`src/verilog/tmsl_pkg.sv`:
```
// Package of constants for the torque-mode speed limiter
`default_nettype none
package tmsl_pkg;
    // ------------------------------------------------------------
    // Widths and setting ranges
    // ------------------------------------------------------------
    localparam int SPD_W = 16;
    localparam int VOLT_W = 16;
    localparam logic [15:0] SET_MIN = 16'h0000;
    localparam logic [15:0] SET_MAX = 16'h2710;
    localparam logic [15:0] SET_DEFAULT = 16'h2710;
    localparam logic [15:0] GAIN_MIN = 16'h0096;
    localparam logic [15:0] GAIN_MAX = 16'h0BB8;
    localparam logic [15:0] GAIN_DEFAULT = 16'h0258;
    // ------------------------------------------------------------
    // Interrupt event bit positions
    // ------------------------------------------------------------
    localparam int EV_ON = 0;
    localparam int EV_OFF = 1;
    localparam int EV_N = 2;
    // ------------------------------------------------------------
    // Register offsets
    // ------------------------------------------------------------
    localparam logic [3:0] REG_CTRL = 4'h0;
    localparam logic [3:0] REG_ROT = 4'h1;
    localparam logic [3:0] REG_LIN = 4'h2;
    localparam logic [3:0] REG_GAIN = 4'h3;
    localparam logic [3:0] REG_STAT = 4'h4;
    localparam logic [3:0] REG_MASK = 4'h5;
    localparam logic [3:0] REG_LIMIT = 4'h6;
    localparam logic [3:0] REG_ACTIVE = 4'h7;
    // Control register bit positions
    localparam int CTRL_EXT = 0;
    localparam int CTRL_OVS = 1;
    localparam int CTRL_LINEAR = 2;
    localparam int CTRL_RESTART = 3;
    // ------------------------------------------------------------
    // Divider state
    // ------------------------------------------------------------
    typedef enum logic [1:0] {TMSL_IDLE, TMSL_RUN, TMSL_DONE} tmsl_div_t;
endpackage : tmsl_pkg
`default_nettype wire

```
`src/verilog/tmsl_scaler.sv`:
```
// Sequential divider: magnitude * rated / gain
`default_nettype none
module tmsl_scaler
    import tmsl_pkg::*;
#(
    parameter int W = 16
) (
    input wire logic sys_clk,
    input wire logic rst_n,
    input wire logic start,
    input wire logic [W-1:0] mag,
    input wire logic [W-1:0] rated,
    input wire logic [W-1:0] gain,
    output logic [W-1:0] quot,
    output logic done
);
    typedef struct packed {
        tmsl_div_t st;
        logic [2*W-1:0] num;
        logic [2*W-1:0] rem;
        logic [2*W-1:0] q;
        logic [W-1:0] den;
        logic [5:0] cnt;
        logic [W-1:0] quot;
        logic done;
    } tmsl_sc_t;
    tmsl_sc_t s, next_s;
    logic [2*W:0] trial;

    always_comb begin
        next_s = s;
        next_s.done = 1'b0;
        trial = '0;
        case (s.st)
            TMSL_IDLE: begin
                if (start) begin
                    next_s.num = mag * rated;
                    next_s.rem = '0;
                    next_s.q = '0;
                    next_s.den = gain;
                    next_s.cnt = 6'(2 * W);
                    next_s.st = TMSL_RUN;
                end
            end
            TMSL_RUN: begin
                trial = {s.rem, s.num[2*W-1]} - {{(W+1){1'b0}}, s.den};
                next_s.num = {s.num[2*W-2:0], 1'b0};
                if (!trial[2*W]) begin
                    next_s.rem = trial[2*W-1:0];
                    next_s.q = {s.q[2*W-2:0], 1'b1};
                end else begin
                    next_s.rem = {s.rem[2*W-2:0], s.num[2*W-1]};
                    next_s.q = {s.q[2*W-2:0], 1'b0};
                end
                next_s.cnt = s.cnt - 6'h01;
                if (s.cnt == 6'h01) begin
                    next_s.st = TMSL_DONE;
                end
            end
            TMSL_DONE: begin
                // Saturate to the output width
                next_s.quot = (|s.q[2*W-1:W]) ? '1 : s.q[W-1:0];
                next_s.done = 1'b1;
                next_s.st = TMSL_IDLE;
            end
            default: begin
                next_s.st = TMSL_IDLE;
            end
        endcase
    end

    always_ff @(posedge sys_clk or negedge rst_n) begin
        if (!rst_n) begin
            s <= '0;
        end else begin
            s <= next_s;
        end
    end

    assign quot = s.quot;
    assign done = s.done;
endmodule // tmsl_scaler
`default_nettype wire

```
`src/verilog/tmsl_limiter.sv`:
```
// Torque-mode speed limiter top with register port and interrupt
//
// The register offsets and the address-and-strobe port were chosen for this implementation.
`default_nettype none
module tmsl_limiter
    import tmsl_pkg::*;
#(
    parameter int W = SPD_W,
    parameter logic [15:0] ROT_DEFAULT = SET_DEFAULT,
    parameter logic [15:0] LIN_DEFAULT = SET_DEFAULT,
    parameter logic [15:0] GAIN_DEF = GAIN_DEFAULT
) (
    input wire logic sys_clk,
    input wire logic rst_n,
    input wire logic [3:0] reg_addr,
    input wire logic [31:0] reg_wdata,
    input wire logic reg_wr,
    input wire logic reg_rd,
    output logic [31:0] reg_rdata,
    input wire logic [W-1:0] motor_max_speed,
    input wire logic [W-1:0] overspeed_speed,
    input wire logic [W-1:0] rated_speed,
    input wire logic [VOLT_W-1:0] vref_in,
    input wire logic signed [W:0] speed_cmd,
    input wire logic signed [W:0] motor_speed,
    input wire logic speed_limit_pin_alloc,
    output logic signed [W:0] speed_cmd_limited,
    output logic [W-1:0] speed_limit,
    output logic speed_limit_active_output,
    output logic irq
);
    typedef struct packed {
        logic torque_control_option;
        logic speed_limit_source_select;
        logic linear_motor;
        logic pend_ext;
        logic pend_ovs;
        logic pend_lin;
        logic [15:0] rotary_torque_speed_limit;
        logic [15:0] linear_force_speed_limit;
        logic [15:0] speed_reference_input_gain;
        logic [W-1:0] ext_limit;
        logic [W-1:0] limit;
        logic signed [W:0] cmd_out;
        logic active;
        logic [EV_N-1:0] status;
        logic [EV_N-1:0] mask;
        logic [31:0] rdata;
        logic irq;
        logic sc_start;
    } tmsl_state_t;

    tmsl_state_t r, next_r;
    logic [W-1:0] vmag;
    logic [W-1:0] sc_quot;
    logic sc_done;
    logic [W-1:0] setting;
    logic [W-1:0] ceiling;
    logic [W-1:0] internal_lim;
    logic [W-1:0] final_lim;
    logic [W-1:0] cmd_mag;
    logic [W-1:0] spd_mag;
    logic signed [W:0] lim_s;

    assign vmag = vref_in[VOLT_W-1] ? W'(-vref_in) : W'(vref_in);

    // Magnitude times rated speed over gain
    tmsl_scaler #(.W(W)) u_scaler (
        .sys_clk(sys_clk),
        .rst_n(rst_n),
        .start(r.sc_start),
        .mag(vmag),
        .rated(rated_speed),
        .gain(r.speed_reference_input_gain),
        .quot(sc_quot),
        .done(sc_done)
    );

    always_comb begin
        next_r = r;
        next_r.sc_start = ~r.sc_start;
        setting = r.linear_motor ? r.linear_force_speed_limit
                                 : r.rotary_torque_speed_limit;
        ceiling = r.speed_limit_source_select ? overspeed_speed
                                              : motor_max_speed;
        internal_lim = (setting > ceiling) ? ceiling : setting;
        if (sc_done) begin
            next_r.ext_limit = sc_quot;
        end
        final_lim = internal_lim;
        if (r.torque_control_option && r.ext_limit < internal_lim) begin
            final_lim = r.ext_limit;
        end
        next_r.limit = final_lim;
        cmd_mag = speed_cmd[W] ? W'(-speed_cmd) : W'(speed_cmd);
        lim_s = {1'b0, r.limit};
        if (cmd_mag > r.limit) begin
            next_r.cmd_out = speed_cmd[W] ? -lim_s : lim_s;
        end else begin
            next_r.cmd_out = speed_cmd;
        end
        spd_mag = motor_speed[W] ? W'(-motor_speed) : W'(motor_speed);
        next_r.active = speed_limit_pin_alloc &&
                        (cmd_mag > r.limit) && (spd_mag >= r.limit);
        // Sticky events, set wins over clear
        if (reg_wr && reg_addr == REG_STAT) begin
            next_r.status = r.status & ~reg_wdata[EV_N-1:0];
        end
        if (next_r.active && !r.active) begin
            next_r.status[EV_ON] = 1'b1;
        end
        if (!next_r.active && r.active) begin
            next_r.status[EV_OFF] = 1'b1;
        end
        next_r.irq = |(next_r.status & r.mask);
        next_r.rdata = '0;
        if (reg_wr) begin
            case (reg_addr)
                REG_CTRL: begin
                    next_r.pend_ext = reg_wdata[CTRL_EXT];
                    next_r.pend_ovs = reg_wdata[CTRL_OVS];
                    next_r.pend_lin = reg_wdata[CTRL_LINEAR];
                    if (reg_wdata[CTRL_RESTART]) begin
                        next_r.torque_control_option = reg_wdata[CTRL_EXT];
                        next_r.speed_limit_source_select =
                            reg_wdata[CTRL_OVS];
                        next_r.linear_motor = reg_wdata[CTRL_LINEAR];
                    end
                end
                REG_ROT: begin
                    if (reg_wdata[15:0] <= SET_MAX) begin
                        next_r.rotary_torque_speed_limit = reg_wdata[15:0];
                    end
                end
                REG_LIN: begin
                    if (reg_wdata[15:0] <= SET_MAX) begin
                        next_r.linear_force_speed_limit = reg_wdata[15:0];
                    end
                end
                REG_GAIN: begin
                    if (reg_wdata[31:16] == 16'h0000 &&
                        reg_wdata[15:0] >= GAIN_MIN &&
                        reg_wdata[15:0] <= GAIN_MAX) begin
                        next_r.speed_reference_input_gain = reg_wdata[15:0];
                    end
                end
                REG_MASK: begin
                    next_r.mask = reg_wdata[EV_N-1:0];
                end
                default: begin
                end
            endcase
        end
        if (reg_rd) begin
            case (reg_addr)
                REG_CTRL: next_r.rdata = {28'h0000000, 1'b0,
                    r.pend_lin, r.pend_ovs, r.pend_ext};
                REG_ROT: next_r.rdata = {16'h0000,
                    r.rotary_torque_speed_limit};
                REG_LIN: next_r.rdata = {16'h0000,
                    r.linear_force_speed_limit};
                REG_GAIN: next_r.rdata = {16'h0000,
                    r.speed_reference_input_gain};
                REG_STAT: next_r.rdata = 32'(r.status);
                REG_MASK: next_r.rdata = 32'(r.mask);
                REG_LIMIT: next_r.rdata = 32'(r.limit);
                REG_ACTIVE: next_r.rdata = 32'(r.active);
                default: next_r.rdata = 32'h00000000;
            endcase
        end
    end

    always_ff @(posedge sys_clk or negedge rst_n) begin
        if (!rst_n) begin
            r <= '0;
            r.rotary_torque_speed_limit <= ROT_DEFAULT;
            r.linear_force_speed_limit <= LIN_DEFAULT;
            r.speed_reference_input_gain <= GAIN_DEF;
        end else begin
            r <= next_r;
        end
    end

    assign reg_rdata = r.rdata;
    assign speed_cmd_limited = r.cmd_out;
    assign speed_limit = r.limit;
    assign speed_limit_active_output = r.active;
    assign irq = r.irq;

    // ------------------------------------------------------------
    // Assertions
    // ------------------------------------------------------------
    // Internal limit bound
    a_limit_internal: assert property (
        @(posedge sys_clk) disable iff (!rst_n)
        !r.torque_control_option |=> speed_limit <= $past(internal_lim))
        else $error("internal limit exceeded");
    a_limit_ext_min: assert property (
        @(posedge sys_clk) disable iff (!rst_n)
        r.torque_control_option |=> speed_limit <= $past(r.ext_limit))
        else $error("external limit not applied");
    a_ceiling_hold: assert property (
        @(posedge sys_clk) disable iff (!rst_n)
        1'b1 |=> speed_limit <= $past(ceiling))
        else $error("ceiling exceeded");
    a_rot_range: assert property (
        @(posedge sys_clk) disable iff (!rst_n)
        r.rotary_torque_speed_limit <= SET_MAX)
        else $error("rotary setting out of range");
    a_lin_range: assert property (
        @(posedge sys_clk) disable iff (!rst_n)
        r.linear_force_speed_limit <= SET_MAX)
        else $error("linear setting out of range");
    a_gain_range: assert property (
        @(posedge sys_clk) disable iff (!rst_n)
        r.speed_reference_input_gain >= GAIN_MIN &&
        r.speed_reference_input_gain <= GAIN_MAX)
        else $error("gain out of range");
    a_clamp_sym: assert property (
        @(posedge sys_clk) disable iff (!rst_n)
        speed_cmd[W] && cmd_mag > r.limit |=>
        speed_cmd_limited == -$signed({1'b0, $past(r.limit)}))
        else $error("reverse clamp wrong");
    a_active_pin: assert property (
        @(posedge sys_clk) disable iff (!rst_n)
        !speed_limit_pin_alloc |=> !speed_limit_active_output)
        else $error("active without pin");
    a_select_hold: assert property (
        @(posedge sys_clk) disable iff (!rst_n)
        !(reg_wr && reg_addr == REG_CTRL && reg_wdata[CTRL_RESTART]) |=>
        $stable(r.torque_control_option))
        else $error("option changed without restart");
    a_src_hold: assert property (
        @(posedge sys_clk) disable iff (!rst_n)
        !(reg_wr && reg_addr == REG_CTRL && reg_wdata[CTRL_RESTART]) |=>
        $stable(r.speed_limit_source_select))
        else $error("source changed without restart");
    a_vmag_pos: assert property (
        @(posedge sys_clk) disable iff (!rst_n)
        vref_in[VOLT_W-1] ? (W'(vmag + vref_in) == '0) :
        (vmag == W'(vref_in)))
        else $error("magnitude wrong");
    // Input equal to gain gives rated
    a_rated_gain: assert property (
        @(posedge sys_clk) disable iff (!rst_n)
        sc_done && $past(vmag, 2 * W + 2) ==
        $past(r.speed_reference_input_gain, 2 * W + 2) |->
        sc_quot == $past(rated_speed, 2 * W + 2))
        else $error("input equal to gain not rated speed");
    a_motor_sel: assert property (
        @(posedge sys_clk) disable iff (!rst_n)
        r.linear_motor |-> setting == r.linear_force_speed_limit)
        else $error("motor type selection wrong");
endmodule // tmsl_limiter
`default_nettype wire

```
`config.mk`:
```
export PLATFORM = sky130hd
export DESIGN_NAME = tmsl_limiter
export DESIGN_NICKNAME = d
export VERILOG_FILES = /design/src/verilog/tmsl_pkg.sv /design/src/verilog/tmsl_scaler.sv /design/src/verilog/tmsl_limiter.sv
export SDC_FILE = /design/constraint.sdc
export NUM_CORES = 1
export LEC_CHECK = 0
export BUFFER_PORTS_ARGS = -buffer_cell sky130_fd_sc_hd__buf_2
export CAP_MARGIN = 20
export CORE_MARGIN = 10
export CORE_UTILIZATION = 60
export DETAILED_ROUTE_END_ITERATION = 7
export PLACE_DENSITY = 0.83
export SYNTH_ARGS = -nofsm -noshare
export SYNTH_HDL_FRONTEND = slang
export SYNTH_SLANG_ARGS = --single-unit
```
`constraint.sdc`:
```
create_clock -name sys_clk -period 7.8 [get_ports sys_clk]
set_clock_uncertainty 0.1 [all_clocks]
set_input_delay 0.39 -clock sys_clk [delete_from_list [all_inputs] [get_ports sys_clk]]
set_output_delay 0.39 -clock sys_clk [all_outputs]
set_load 0.005 [all_outputs]
```
; ---- Yosys cells after proc, flatten, opt, wreduce, memory -nomap -nowiden
; Cells that the tools add are included.
[op_classes]
n_mul = 1
bitwise = 4
add_sub_neg = 6
reduce_logical = 25
muxes = 22
magnitude_cmp = 7
n_eq_ne = 12
[op_table]
columns = operator, count
row1 = 96-bit one-hot mux with 2 select lines, 1
row2 = 16-bit two-way mux, 9
row3 = 16-bit one-hot mux with 8 select lines, 1
row4 = 120-bit two-way mux, 1
row5 = 64-bit two-way mux, 1
row6 = 16-bit negation, 3
row7 = 17-bit two-way mux, 2
row8 = 33-bit by 16-bit subtractor with 33-bit output, 1
row9 = 16-bit > comparator, 2
row10 = 16-bit by 16-bit multiplier with 32-bit output, 1
row11 = 16-bit negation with 17-bit output, 1
row12 = 4-bit by 3-bit == test with 1-bit output (second input constant), 4
row13 = 16-bit >= comparator, 1
row14 = 16-bit by 8-bit >= comparator with 1-bit output (second input constant), 1
row15 = 16-bit by 12-bit less-or-equal comparator with 1-bit output (second input constant), 1
row16 = 16-bit by 14-bit less-or-equal comparator with 1-bit output (second input constant), 1
row17 = 16-bit logical NOT, 1
row18 = 16-bit less-than comparator, 1
row19 = 16-bit OR reduction, 1
row20 = 6-bit one-hot mux with 2 select lines, 1
row21 = 3-bit AND reduction, 4
row22 = 2-bit AND reduction, 5
row23 = 4-bit by 2-bit == test with 1-bit output (second input constant), 2
row24 = 1-bit logical AND, 8
row25 = 18 further kinds, 23
[totals]
register_bits = 279
output_inout_bits = 67
inputBits = 139

; ---- Depth between registers and ports, before layout
[logic_depth]
ltp_word = 10
mapped_depth = 31
ltp_nobuf = 29

; ---- By module
; From an unflattened synthesis, not the netlist that was laid out.
[unflattened]
hier_cells = 2539
hier_area_um2 = 24075.6
[modules_own_cells]
columns = mod, seq_area_each_um2, instances, area_per_inst_um2, cells_per_inst
row1 = tmsl_scaler, 3428.3, 1, 15159.5, 1652
row2 = tmsl_limiter, 3170.5, 1, 8916.1, 887

; ---- Worst setup path before layout
; No wires, ideal clock.
[synth_timing]
path_kind = in2reg
startpoint = in vref_in[2]
endpoint = reg u_scaler.s[132] in the netlist's numbering
path_slack_ns = 0.237
setup_time_ns = 0.131
stages = 25
arrival_ns = 7.332
n_path_buf = 1
t_required_ns = 7.569
path_cell_list = or3_1 or4_1 or3_1 o31ai_1 xnor2_1 clkbuf_1 nand2_1 fa_1 fa_1 inv_1 fa_1 fa_1 fa_1 inv_1 fa_1 inv_1 ha_1 a21oi_1 nand2b_1 nor4_1 or4_1 nand2_1 o41ai_1 xor2_1 o21ai_1
[synth_via]
elab_chain_cells = 5
[synth_lines]
columns = item, line_no
row1 = start: declaration, tmsl_limiter.sv:23  ; input wire logic [VOLT_W-1:0] vref_in,
row2 = 16-bit negation, tmsl_limiter.sv:65  ; assign vmag = vref_in[VOLT_W-1] ? W'(-vref_in) : W'(vref_in);
row3 = 16-bit two-way mux (*), tmsl_limiter.sv:65
row4 = 16-bit by 16-bit multiplier with 32-bit output (*), tmsl_scaler.sv:37  ; next_s.num = mag * rated;
row5 = 120-bit two-way mux (*), tmsl_scaler.sv:36  ; if (start) begin
row6 = 96-bit one-hot mux with 2 select lines (*), tmsl_scaler.sv:34  ; case (s.st)
row7 = end signal: assignment, tmsl_scaler.sv:76  ; s <= next_s;
row8 = end: declaration, tmsl_scaler.sv:27  ; tmsl_sc_t s, next_s;
; Every way passes the cells marked *; elsewhere a longest branch is shown, timed or not. The select of a mux whose other input is x is not followed.
; A chain may end at the register's enable or synchronous reset.

; ---- Final worst setup path
[layout_timing]
startpoint = in vref_in[2]
endpoint = reg u_scaler.s[126] in the netlist's numbering
; The elaborated chain is that of the path after synthesis.

==> flow_metrics.tcl <==
set metrics [dict create \
    postLayoutCellArea_um2 25900 \
    setup_viol 0 \
    dieWidth_um 219 \
    min_path_type "in2reg" \
    start_kind "input port" \
    powerDensity_nw_per_um2 441 \
    m1WireLength_um 23900 \
    clkLatencyLatePin_ns 0.53 \
    grt_usage_pct 24.6 \
    antenna_found_initial 2 \
    fmax_mhz 134 \
    syn_to_final_growth_pct 9.43 \
    path_delay_family "adder cells" \
    clockRootBuffer "clkbuf_16" \
    clk_pin_slew_ns 0.06 \
    avgViaCountPerCell 5.95 \
    route.met2.wl_um 29600 \
    io_pins 206 \
    yosys-top-cells-area "dfrtp_1, fa_1, ha_1, nand2_1, inv_1" \
    max-cap-violations 0 \
    grt_pass1_wl_um 98200 \
    ys_async_sr_fraction_pct 100 \
    dr.pass1.iters 5 \
    met3_length_um 4440 \
    synthFlopType "dfrtp_1" \
    end_kind "flip-flop" \
    cts_setup_buffers 0 \
    ys_seq_area_share_pct 27.8 \
    finalCritPeriodShare_pct 95.7 \
    cp_slowest_stage_delay_ns 0.55 \
    dpl_cell_area_um2 24900 \
    cp.required_ns 8.11 \
    core_um2 38800 \
    slew_violations 0 \
    top_layer "met5" \
    layout.nets 3200 \
    start_util_pct 61.1 \
    grt_pass1_vias 19600 \
    numCtsBuffers 26 \
    critical_path_class "in2reg" \
    h-tree-depth 1 \
    status "complete, no violations" \
    wirelength_um 60100 \
    vdd_drop_max_uv 878 \
    grt_max_degree 141 \
    post_synth.cell_area_avg_um2 9.27 \
    final_util_pct 66.8 \
    io_buffer_count 189 \
    worst_slew_pin_slew_ns 1.12 \
    crit_path_max_fanout 4 \
    p_leak_nw 12.5 \
    drive_gt1_share_pct 14.4 \
    yosysTopAreaCell "dfrtp_1" \
    die-area_um2 47900 \
    synth_edf_count 0 \
    cp_common_cell "fa_1" \
    cts_sinks 263 \
    num_rows 72 \
    ys_seq_elements 263 \
    ys_warn_count 0 \
    place_congestion 0.947 \
    arrival_ns 7.78 \
    max_slew_margin_pct 25.0 \
    drt_iter0_markers 1852 \
    dr_total_vias 19100 \
    syn_inst 2556 \
    diodes 0 \
    fin_crit_ns 7.47 \
    yosys.area.top_type_share_pct 26.3 \
    hold_viol 0 \
    postRouteAntennaNets 0 \
    slowest_stage "fa_1" \
    drc 0 \
    hpwl_um 46000 \
    synth.distinct_cells 73 \
    cts_buffer_depth 3 \
    synth_area_um2 23700 \
    gr-total-overflow 0 \
    die_h_um 219 \
    cts_tree "built" \
    wl_per_cell_um 18.7 \
    worst-path-buf-inv 6 \
]
==> flip-flops by register name, summed over array words and instances, names as in the netlist <==
register	cells
reg_rdata	16
u_scaler.s	120
u_scaler.done	1
speed_limit	16
speed_cmd_limited	17
speed_limit_active_output	1
u_scaler.quot	16
irq	1
r	75
==> worst reg2reg max path, stage by stage (launching register included) <==
cell and delay [ns]:
dfrtp_1 0.99, mux2i_1 0.32, inv_1 0.09, ha_1 0.34
nand4_1 0.18, or4_1 0.62, nand2_1 0.54, mux2_2 0.44
ha_1 0.30, a21o_1 0.19, a21o_1 0.17, a21oi_1 0.16
nor2_1 0.07, a2111oi_0 0.35, o21ai_0 0.17, a21oi_2 0.49
buf_4 0.32, mux2_2 0.35
==> layout by cell type, fill, tap and decap left out, drive strengths merged, types with 16 or more instances in the layout <==
master	n
nand4	22
mux2i	66
and2	128
a21oi	74
nand2	339
mux2	66
o31ai	17
xor2	22
xnor2	82
or3	19
nor3	20
a21o	29
dfrtp	249
nor2	50
inv	320
a22oi	50
fa	195
nand3	54
o21ai	191
buf	247
clkbuf	38
ha	189
o22a	17
conb	16
==> path summary, 6_finish.rpt <==
kind                            cells past startpoint          start                    end  slack (ns)
worst max-delay path                               27     vref_in[2]        u_scaler.s[126]        0.33
worst min-delay path                                3  speed_cmd[15]  speed_cmd_limited[15]        0.02
worst max register to register                     17         r[139]         speed_limit[0]        1.50
worst min register to register                      1           r[0]                   r[0]        0.32
max in group asynchronous                           3          rst_n         u_scaler.s[44]        5.68
min in group asynchronous                           2          rst_n         u_scaler.s[81]        0.50
==> kinds of logic (layout without fill, tap and decap cells) <==
logic type / after synthesis / count (layout) / synth area share [%]
other: 1 / 16 / 0.0158
adders and majority gates: 384 / 384 / 26.4
DFF: 263 / 263 / 27.8
buffers and inverters: 492 / 616 / 8.88
xor gates and xnor gates: 104 / 104 / 3.84
AOI/OAI and AO/OA: 468 / 468 / 12.5
muxes: 132 / 132 / 5.92
and+or+nand+nor: 712 / 712 / 14.6
==> per-layer routing <==
metal | global-route usage (%) | vias up
li1 | - | 8697
met1 | 31.6 | 9499
met2 | 41.8 | 773
met3 | 3.93 | 157
met4 | 8.30 | 2
met5 | 0 | -
==> Yosys cell counts (54+ instances only) <==
library cell / n
nand3_1: 54
a21oi_1: 73
buf_4: 68
nand2_1: 339
clkbuf_1: 98
inv_1: 320
ha_1: 189
mux2_2: 65
xnor2_1: 82
mux2i_1: 66
dfrtp_1: 249
o21ai_0: 153
and2_1: 128
fa_1: 195
==> layout make-up <==
| cell class | count | area [um2] |
|---|---|---|
| sequential | 263 | 6600 |
| clock inverter | 8 | 143 |
| clock buffer | 38 | 787 |
| multi-input combinational | 1816 | 15100 |
| fill | 2930 | 12900 |
| inverter | 320 | 1200 |
| tap | 518 | 648 |
| timing repair buffer | 250 | 1440 |
==> repair_timing <==
action                                 CTS  global route
setup endpoints to repair                0             5
gates resized for setup                  0             7
hold buffers                             3             0
endpoints found under the hold margin  127             0
==> through the flow <==
stage               setup WS [ns]  hold WS [ns]  instances  total power [W]  TNS [ns]
global route             -0.00158        0.0288       3213           0.0127  -0.00158
finish                      0.334        0.0209       3213           0.0114         0
global placement          -0.0504         0.311       3162          0.00967   -0.0504
CTS                        0.0636       0.00277       3211           0.0114         0
detailed placement         -0.436         0.316       3162           0.0100     -1.48
floorplan                   0.237      -0.00559       2571          0.00769         0
==> power by group <==
part	switching, W	total (W)	internal (W)
sequential	0.000217	0.00182	0.00160
combinational	0.00449	0.00826	0.00377
clock	0.000522	0.00135	0.000828
total	0.00523	0.0114	0.00621
Power figures use the tool's default switching activity.
